File: config.mk
export PLATFORM = sky130hd
export DESIGN_NAME = pdf_top
export DESIGN_NICKNAME = d
export VERILOG_FILES = /design/src/design/pdf_hi_pin_mux.v /design/src/design/pdf_sync2.v /design/src/design/pdf_top.v
export VERILOG_INCLUDE_DIRS = /design/src /design/src/design
export SDC_FILE = /design/constraint.sdc
export NUM_CORES = 1
export LEC_CHECK = 0
export BUFFER_PORTS_ARGS = -buffer_cell sky130_fd_sc_hd__buf_2
export CORE_MARGIN = 2
export CORE_UTILIZATION = 30
export DETAILED_ROUTE_END_ITERATION = 12
export GPL_TIMING_DRIVEN = 0
export PLACE_DENSITY = 0.62
export SKIP_CTS_REPAIR_TIMING = 1
export SLEW_MARGIN = 20
export SYNTH_ARGS = -nofsm -noshare
export SYNTH_HDL_FRONTEND = slang
export SYNTH_SLANG_ARGS = --single-unit
File: constraint.sdc
create_clock -name core_clk -period 1.85 [get_ports core_clk]
set_input_delay 0.37 -clock core_clk [delete_from_list [all_inputs] [get_ports core_clk]]
set_output_delay 0.37 -clock core_clk [all_outputs]
set_load 0.02 [all_outputs]
File: src/design/pdf_map.vh
// constants for the port d pin function select block
// assumes inclusion by bare name from the design files
// Notes on behaviour
// - bits 9:8 pick pin 20 as gpio (00), bus bit 20 (01), interrupt input 4 (10), 11 reserved.
// - bits 7:6 pick pin 19 as gpio (00), bus bit 19 (01), interrupt input 3 (10), 11 reserved.
// - bits 5:4 pick pin 18 as gpio (00), bus bit 18 (01), interrupt input 2 (10), 11 reserved.
// - bits 3:2 pick pin 17 as gpio (00), bus bit 17 (01), interrupt input 1 (10), 11 reserved.
// - bits 1:0 pick pin 16 as gpio (00), bus bit 16 (01), interrupt input 0 (10), 11 reserved.
// - code 00 is the reset default and means gpio, but bus bit when rom is off outside single chip mode and area 0 is 32 bit.
// - code 01 means bus bit, except in single chip mode where the pin stays gpio.
// - the low control register is 16 bits read/write and bit n sets the function of pin n.
// - a clear low bit means gpio, but the pin is a bus bit whenever rom is off outside single chip mode.
// - a set low bit means bus bit, except in single chip mode where it stays gpio.
// - with rom off outside single chip mode, in any bus width mode and package, all low pins are bus pins.
// - with rom on in an extended mode, each low pin follows its control bit.
// - in single chip mode all low pins are gpio whatever the register holds.
// - power-on reset clears the low control register to zero.
// - manual reset, watchdog reset, standby and sleep keep the register contents.
`ifndef PDF_MAP_VH
`define PDF_MAP_VH
`define PDF_MID_CTRL_OFS   8'h00
`define PDF_LOW_CTRL_OFS   8'h04
`define PDF_BUS_STAT_OFS   8'h08
`define PDF_HI_STAT_OFS    8'h0c
`define PDF_MODE_STAT_OFS  8'h10
`define PDF_MID_FIELD_W    10
`define PDF_LOW_CTRL_RST   16'h0000
`define PDF_MID_CTRL_RST   10'h000
`define PDF_CODE_GPIO      2'b00
`define PDF_CODE_BUS       2'b01
`define PDF_CODE_IRQ       2'b10
`define PDF_CODE_RSVD      2'b11
`define PDF_HI_IRQ_LSB     8
`define PDF_MODE_SINGLE    0
`define PDF_MODE_ROM_EN    1
`define PDF_MODE_CS0_WIDE  2
`define PDF_MODE_BUS_W     3
`define PDF_MODE_PKG_LARGE 4
`define PDF_MODE_BITS      5
`endif

File: src/design/pdf_hi_pin_mux.v
// function decode and drive select for one pin of pins 20..16
// assumes mode levels already synchronised
`timescale 1ns/1ps
`default_nettype none
`include "pdf_map.vh"
module pdf_hi_pin_mux (
   input  wire [1:0] field,
   input  wire       single_chip,
   input  wire       rom_enable,
   input  wire       cs0_wide,
   input  wire       gpio_out,
   input  wire       gpio_oe,
   input  wire       bus_out,
   input  wire       bus_oe,
   output reg        sel_bus,
   output reg        sel_irq,
   output wire       drv_out,
   output wire       drv_oe
);
   always @*
   begin
      sel_bus = 1'b0;
      sel_irq = 1'b0;
      case (field)
         `PDF_CODE_GPIO: sel_bus = !single_chip && !rom_enable && cs0_wide;
         `PDF_CODE_BUS:  sel_bus = !single_chip;
         `PDF_CODE_IRQ:  sel_irq = 1'b1;
         `PDF_CODE_RSVD: sel_bus = 1'b0;
         default:        sel_bus = 1'b0;
      endcase
   end

   // interrupt input leaves the pad undriven
   assign drv_out = sel_bus ? bus_out : gpio_out;
   assign drv_oe  = sel_irq ? 1'b0 : (sel_bus ? bus_oe : gpio_oe);
endmodule // pdf_hi_pin_mux
`default_nettype wire

File: src/design/pdf_sync2.v
// two-flop synchroniser for pad and strap levels
// assumes slowly changing levels; no pulse capture
`timescale 1ns/1ps
`default_nettype none
module pdf_sync2 #(
   parameter WIDTH = 1
) (
   input  wire             core_clk,
   input  wire             rst_n,
   input  wire [WIDTH-1:0] async_in,
   output reg  [WIDTH-1:0] sync_out
);
   reg [WIDTH-1:0] meta_r;

   always @(posedge core_clk or negedge rst_n)
   begin
      if (!rst_n)
      begin
         meta_r   <= {WIDTH{1'b0}};
         sync_out <= {WIDTH{1'b0}};
      end
      else
      begin
         meta_r   <= async_in;
         sync_out <= meta_r;
      end
   end
endmodule // pdf_sync2
`default_nettype wire

File: src/design/pdf_top.v
// port d pin function select for pins 20..0 with its two control registers
// assumes pads, port gpio logic, bus controller and interrupt unit outside;
// rst_n is the external power-on reset only
`timescale 1ns/1ps
`default_nettype none
`include "pdf_map.vh"
module pdf_top #(
   parameter ADDR_W   = 8,
   parameter DATA_W   = 16,
   parameter LOW_PINS = 16,
   parameter HI_PINS  = 5
) (
   input  wire                        core_clk,
   input  wire                        rst_n,
   input  wire [ADDR_W-1:0]           reg_addr,
   input  wire [DATA_W-1:0]           reg_wdata,
   input  wire                        reg_wr,
   input  wire                        reg_rd,
   output reg  [DATA_W-1:0]           reg_rdata,
   input  wire                        mode_single_chip,
   input  wire                        mode_rom_enable,
   input  wire                        mode_cs0_wide,
   input  wire                        mode_bus_width,
   input  wire                        mode_pkg_large,
   input  wire [LOW_PINS+HI_PINS-1:0] pad_in,
   output reg  [LOW_PINS+HI_PINS-1:0] pad_out,
   output reg  [LOW_PINS+HI_PINS-1:0] pad_oe,
   input  wire [LOW_PINS+HI_PINS-1:0] gpio_out,
   input  wire [LOW_PINS+HI_PINS-1:0] gpio_oe,
   output reg  [LOW_PINS+HI_PINS-1:0] gpio_din,
   input  wire [LOW_PINS+HI_PINS-1:0] bus_dout,
   input  wire                        bus_doe,
   output reg  [LOW_PINS+HI_PINS-1:0] bus_din,
   output reg  [HI_PINS-1:0]          ext_int_req_n
);
   localparam NPINS = LOW_PINS + HI_PINS;
   localparam MID_W = `PDF_MID_FIELD_W;

   ////////////////////////////////////////////////////////////////////////////
   // synchronisers

   wire [NPINS-1:0]          pad_s;
   wire [`PDF_MODE_BITS-1:0] mode_raw;
   wire [`PDF_MODE_BITS-1:0] mode_s;
   wire                      single_s;
   wire                      rom_en_s;
   wire                      cs0_wide_s;

   assign mode_raw = {mode_pkg_large, mode_bus_width, mode_cs0_wide,
                      mode_rom_enable, mode_single_chip};

   pdf_sync2 #(
      .WIDTH    (NPINS)
   ) u_pad_sync (
      .core_clk (core_clk),
      .rst_n    (rst_n),
      .async_in (pad_in),
      .sync_out (pad_s)
   );

   pdf_sync2 #(
      .WIDTH    (`PDF_MODE_BITS)
   ) u_mode_sync (
      .core_clk (core_clk),
      .rst_n    (rst_n),
      .async_in (mode_raw),
      .sync_out (mode_s)
   );

   assign single_s   = mode_s[`PDF_MODE_SINGLE];
   assign rom_en_s   = mode_s[`PDF_MODE_ROM_EN];
   assign cs0_wide_s = mode_s[`PDF_MODE_CS0_WIDE];

   ////////////////////////////////////////////////////////////////////////////
   // control registers

   reg  [LOW_PINS-1:0] low_ctrl_r;
   reg  [MID_W-1:0]    mid_ctrl_r;
   wire                wr_low;
   wire                wr_mid;

   assign wr_low = reg_wr && (reg_addr == `PDF_LOW_CTRL_OFS);
   assign wr_mid = reg_wr && (reg_addr == `PDF_MID_CTRL_OFS);

   // only power-on reset clears; other resets and low power keep contents
   always @(posedge core_clk or negedge rst_n)
   begin
      if (!rst_n)
      begin
         low_ctrl_r <= `PDF_LOW_CTRL_RST;
         mid_ctrl_r <= `PDF_MID_CTRL_RST;
      end
      else
      begin
         if (wr_low)
         begin
            low_ctrl_r <= reg_wdata[LOW_PINS-1:0];
         end
         if (wr_mid)
         begin
            mid_ctrl_r <= reg_wdata[MID_W-1:0];
         end
      end
   end

   ////////////////////////////////////////////////////////////////////////////
   // low pins 15..0

   reg  [LOW_PINS-1:0] low_bus_sel;
   wire [LOW_PINS-1:0] low_drv_out;
   wire [LOW_PINS-1:0] low_drv_oe;

   always @*
   begin
      if (single_s)
      begin
         low_bus_sel = {LOW_PINS{1'b0}};
      end
      else if (!rom_en_s)
      begin
         low_bus_sel = {LOW_PINS{1'b1}};
      end
      else
      begin
         low_bus_sel = low_ctrl_r;
      end
   end

   genvar gi;
   generate
      for (gi = 0; gi < LOW_PINS; gi = gi + 1)
      begin : g_low
         assign low_drv_out[gi] = low_bus_sel[gi] ? bus_dout[gi] : gpio_out[gi];
         assign low_drv_oe[gi]  = low_bus_sel[gi] ? bus_doe : gpio_oe[gi];
      end
   endgenerate

   ////////////////////////////////////////////////////////////////////////////
   // high pins 20..16

   wire [HI_PINS-1:0] hi_bus_sel;
   wire [HI_PINS-1:0] hi_irq_sel;
   wire [HI_PINS-1:0] hi_drv_out;
   wire [HI_PINS-1:0] hi_drv_oe;

   // field i sits at bits 2i+1:2i and serves pin 16+i
   generate
      for (gi = 0; gi < HI_PINS; gi = gi + 1)
      begin : g_hi
         pdf_hi_pin_mux u_mux (
            .field       (mid_ctrl_r[2*gi+1:2*gi]),
            .single_chip (single_s),
            .rom_enable  (rom_en_s),
            .cs0_wide    (cs0_wide_s),
            .gpio_out    (gpio_out[LOW_PINS+gi]),
            .gpio_oe     (gpio_oe[LOW_PINS+gi]),
            .bus_out     (bus_dout[LOW_PINS+gi]),
            .bus_oe      (bus_doe),
            .sel_bus     (hi_bus_sel[gi]),
            .sel_irq     (hi_irq_sel[gi]),
            .drv_out     (hi_drv_out[gi]),
            .drv_oe      (hi_drv_oe[gi])
         );
      end
   endgenerate

   ////////////////////////////////////////////////////////////////////////////
   // registered pad drive and inward paths

   wire [NPINS-1:0] pin_bus_sel;
   wire [HI_PINS-1:0] irq_nxt;

   assign pin_bus_sel = {hi_bus_sel, low_bus_sel};
   // unselected interrupt inputs rest inactive high; reserved code links none
   assign irq_nxt = ~hi_irq_sel | pad_s[NPINS-1:LOW_PINS];

   always @(posedge core_clk or negedge rst_n)
   begin
      if (!rst_n)
      begin
         pad_out       <= {NPINS{1'b0}};
         pad_oe        <= {NPINS{1'b0}};
         gpio_din      <= {NPINS{1'b0}};
         bus_din       <= {NPINS{1'b0}};
         ext_int_req_n <= {HI_PINS{1'b1}};
      end
      else
      begin
         pad_out       <= {hi_drv_out, low_drv_out};
         pad_oe        <= {hi_drv_oe, low_drv_oe};
         gpio_din      <= pad_s;
         bus_din       <= pad_s & pin_bus_sel;
         ext_int_req_n <= irq_nxt;
      end
   end

   ////////////////////////////////////////////////////////////////////////////
   // register read port

   reg [DATA_W-1:0] rdata_nxt;

   always @*
   begin
      rdata_nxt = {DATA_W{1'b0}};
      if (reg_rd)
      begin
         case (reg_addr)
            `PDF_MID_CTRL_OFS:
               rdata_nxt[MID_W-1:0] = mid_ctrl_r;
            `PDF_LOW_CTRL_OFS:
               rdata_nxt[LOW_PINS-1:0] = low_ctrl_r;
            `PDF_BUS_STAT_OFS:
               rdata_nxt[LOW_PINS-1:0] = low_bus_sel;
            `PDF_HI_STAT_OFS:
            begin
               rdata_nxt[HI_PINS-1:0] = hi_bus_sel;
               rdata_nxt[`PDF_HI_IRQ_LSB+HI_PINS-1:`PDF_HI_IRQ_LSB] = hi_irq_sel;
            end
            `PDF_MODE_STAT_OFS:
               rdata_nxt[`PDF_MODE_BITS-1:0] = mode_s;
            default:
               rdata_nxt = {DATA_W{1'b0}};
         endcase
      end
   end

   // read data stands only in the cycle after the strobe
   always @(posedge core_clk or negedge rst_n)
   begin
      if (!rst_n)
      begin
         reg_rdata <= {DATA_W{1'b0}};
      end
      else
      begin
         reg_rdata <= rdata_nxt;
      end
   end
endmodule // pdf_top
`default_nettype wire

==> results by group <==
Timing
  – Final period utilization: between 90% and 100%
  – Slew headroom: 52.3%
  – Slew Limit Fails: 0
  – Final Hold Fails: 0
  – # setup viols final: 0
  – Slew @ Worst Pin: 0.716 ns
  – Highest clock rate: ~0.57 GHz
  – Worst Clk Skew: between 0.01 and 0.015 ns
  – Fin crit period: roughly 1.7 ns
  – Slack of the critical path: 0.108 ns
  – Hold WS: 0.0437 ns
  – Unrepaired setup endpoints after global routing: no

Layout
  – Fill cells: around 2100
  – P&R area growth vs syn: 33.4%
  – Commonest non-fill, non-tap cell in the layout: buf_2
  – Leading cell types in the layout, fill and taps excluded: 221 x buf_2, 178 x dfrtp_1, 53 x mux2_2
  – Share of layout cells above drive strength 1: 48.0%
  – NumNets Final: just over 800

Route
  – DR WL/cell: 16.9 um
  – DRT Pass-1 Iters: 4
  – Vias: 4384
  – WL final: 16800 um
  – Number of remaining DRC errors: 0
  – Drt first-iter violations: 170
  – Vias per std cell: 4.41
  – Antenna-violating nets left: 0

Yosys
  – Gate Count Post-Synth: about 460
  – Distinct cell type count after synthesis: 39
  – Ranking of synthesized cells by area: dfrtp_1 68%, mux2_2 9.1%, mux2_4 2.3%
  – Share of the synthesized area in the top cell type: 68.1%
  – FFs w/ async S/R, synth: 100%
  – Register area share after synthesis: 70.1%
  – Post-Synth Adder-Cell Area: 0%
  – Combinational family with the most area after synthesis: multiplexers
  – Post-synthesis register bit count: 183
  – Compound-gate portion of the synthesized area: 6.48%
  – Main flop type after synthesis: dfrtp_1
  – Syn_area_per_cell: 14.4 um2
  – Synth Warn #: 0
  – Mapped cell area: approximately 6500 um2
  – Synth Area in XOR/XNOR: 0%
  – Post-synthesis mux area share: about an eighth
  – Simple-Gate Fraction of Synth Area: 8.57%
  – Post-Syn Nets: 574
  – Post-synth EDFFs: 0
  – Yosys top cell by area: dfrtp_1

Pwr
  – Total power: 8840 uW
  – Max IR drop VDD: 0.422 mV
  – Lkg Pwr: 0.00419 uW
  – PwrDens: 1010 nW/um2

Die
  – Num ports: 223
  – Initial Util: between 30% and 40%
  – Die H: 152 um
  – Core box area: 21600 um2
  – Cell Rows: 54
  – DIE AREA: 23000 um2
  – Die width: between 150 and 200 um

Clock tree
  – CTS H-tree depth: 4
  – CTS buffer count: 17
  – Max clock buf depth: 2
  – Clk_lat worst skew: about 0.43 ns
  – Clock sinks: 183
  – CTS tree: yes
  – Clock transition at path regs: 0.07 ns
  – Root Buffer: clkbuf_16

Placement
  – Worst slack, placed: -0.237 ns
  – RD Place Congestion: 0.789
  – Count of input and output buffers: 220
  – HPWL after detailed placement: 12400 um

Global routing
  – First-pass GRT wire length: ~25000 um
  – Largest net degree at the start of global routing: about 70
  – Initial antenna violation count: 6
  – Gr ovfl total: 0
  – GR Util All Layers: roughly 15%
  – Number of global-route vias before repair: ~4500

Setup path
  – Worst EP required: 2.16 ns
  – CP max FO: 10
  – Reg2Reg Setup Slack: 0.11 ns
  – CP Data Arrival Time: 2.05 ns
  – Critical path launch point type: register
  – CP Capture Type: register
  – WS Path Type: reg2reg

Run status
  – Status: complete, no violations

Job
  – Max_cap viols: 0

Worst hold path
  – Worst hold path type: in2reg
layer usage:
metal  wire length [um]  track usage [%]  part of all wire (%)  vias up
li1                   -                -                     -     2049
met1               7190             19.6                    43     2144
met2               7750             22.9                    46      168
met3               1620             5.90                   9.7       19
met4                179             3.75                   1.1        4
met5                 33                0                  0.20        -
state kept, by name (all words and copies together), names as in the netlist, 16 cells and up:
register,flops
pad_oe,21
bus_din,21
u_pad_sync.meta_r,21
reg_rdata,16
u_pad_sync.sync_out,21
pad_out,21
low_ctrl_r,16
gpio_din,21
power by group:
part           switching (uW)  internal [uW]
logic                     486            334
registers                81.3           4200
clock network            1500           2240
total                    2070           6770
per-stage QoR:
stage / cell area, um2 / std cells / utilization (%) / TNS, ns
2_1_floorplan: 6540 / 456 / - / 0
3_3_place_gp: 8000 / 956 / 37.0 / -469.84
3_5_place_dp: 8060 / 958 / 37.3 / -7.14
4_1_cts: 8670 / 990 / 40.1 / -3.31
5_1_grt: 8720 / 990 / 40.3 / 0
6_report: 8730 / 994 / 40.4 / 0
worst max-delay path, cell delays in order (launching register included):
cell	delay (ns)
dfrtp_1	0.52
clkbuf_2	0.29
a21oi_1	0.43
mux2_2	0.39
final timing paths:
kind | start | endpoint | cells past startpoint
worst min-delay path | pad_in[10] | u_pad_sync.meta_r[10] | 1
worst max-delay path | u_mode_sync.sync_out[0] | pad_out[7] | 3
max in group asynchronous | rst_n | ext_int_req_n[4] | 4
min in group asynchronous | rst_n | u_pad_sync.meta_r[3] | 2
worst max register to register | u_mode_sync.sync_out[0] | pad_out[7] | 3
worst min register to register | u_mode_sync.meta_r[2] | u_mode_sync.sync_out[2] | 0
cells in the mapped netlist (2+ instances only):
| cell type | count |
|---|---|
| nand3b_1 | 2 |
| and3_1 | 4 |
| and2_1 | 20 |
| nand2b_1 | 3 |
| nand3_1 | 7 |
| o22ai_1 | 3 |
| inv_1 | 16 |
| o21a_1 | 5 |
| clkbuf_1 | 12 |
| a21oi_1 | 21 |
| nor3_1 | 5 |
| a21boi_0 | 3 |
| buf_2 | 2 |
| nor3b_1 | 6 |
| a2bb2oi_1 | 2 |
| or3_1 | 2 |
| mux2_4 | 10 |
| mux2i_1 | 5 |
| a22oi_1 | 4 |
| o21bai_1 | 6 |
| dfstp_2 | 5 |
| nor2_1 | 21 |
| nand2_1 | 17 |
| dfrtp_1 | 178 |
| mux2_2 | 53 |
| o21ai_0 | 17 |
| nor2b_1 | 11 |
| o32ai_1 | 5 |
layout make-up:
class                           instances  area [um2]  area share, %
Tap cell                              280         350           4.01
Clock buffer                           25         485           5.56
Antenna cell                            4        10.0          0.115
Clock inverter                          7         121           1.39
Timing Repair Buffer                  223        1180           13.5
Multi-Input combinational cell        240        1840           21.1
Inverter                               16        60.1          0.688
Buffer                                 16        96.3           1.10
Sequential cell                       183        4590           52.5
logic make-up (layout without fill, tap and decap cells):
family                 count (synthesis)  count (layout)
AOI/OAI and AO/OA                     68              68
muxes                                 69              69
other                                  0               4
DFF                                  183             183
and+or+nand+nor                      103             103
buffers and inverters                 33             287
No activity file was read; power rests on OpenSTA's default activity.
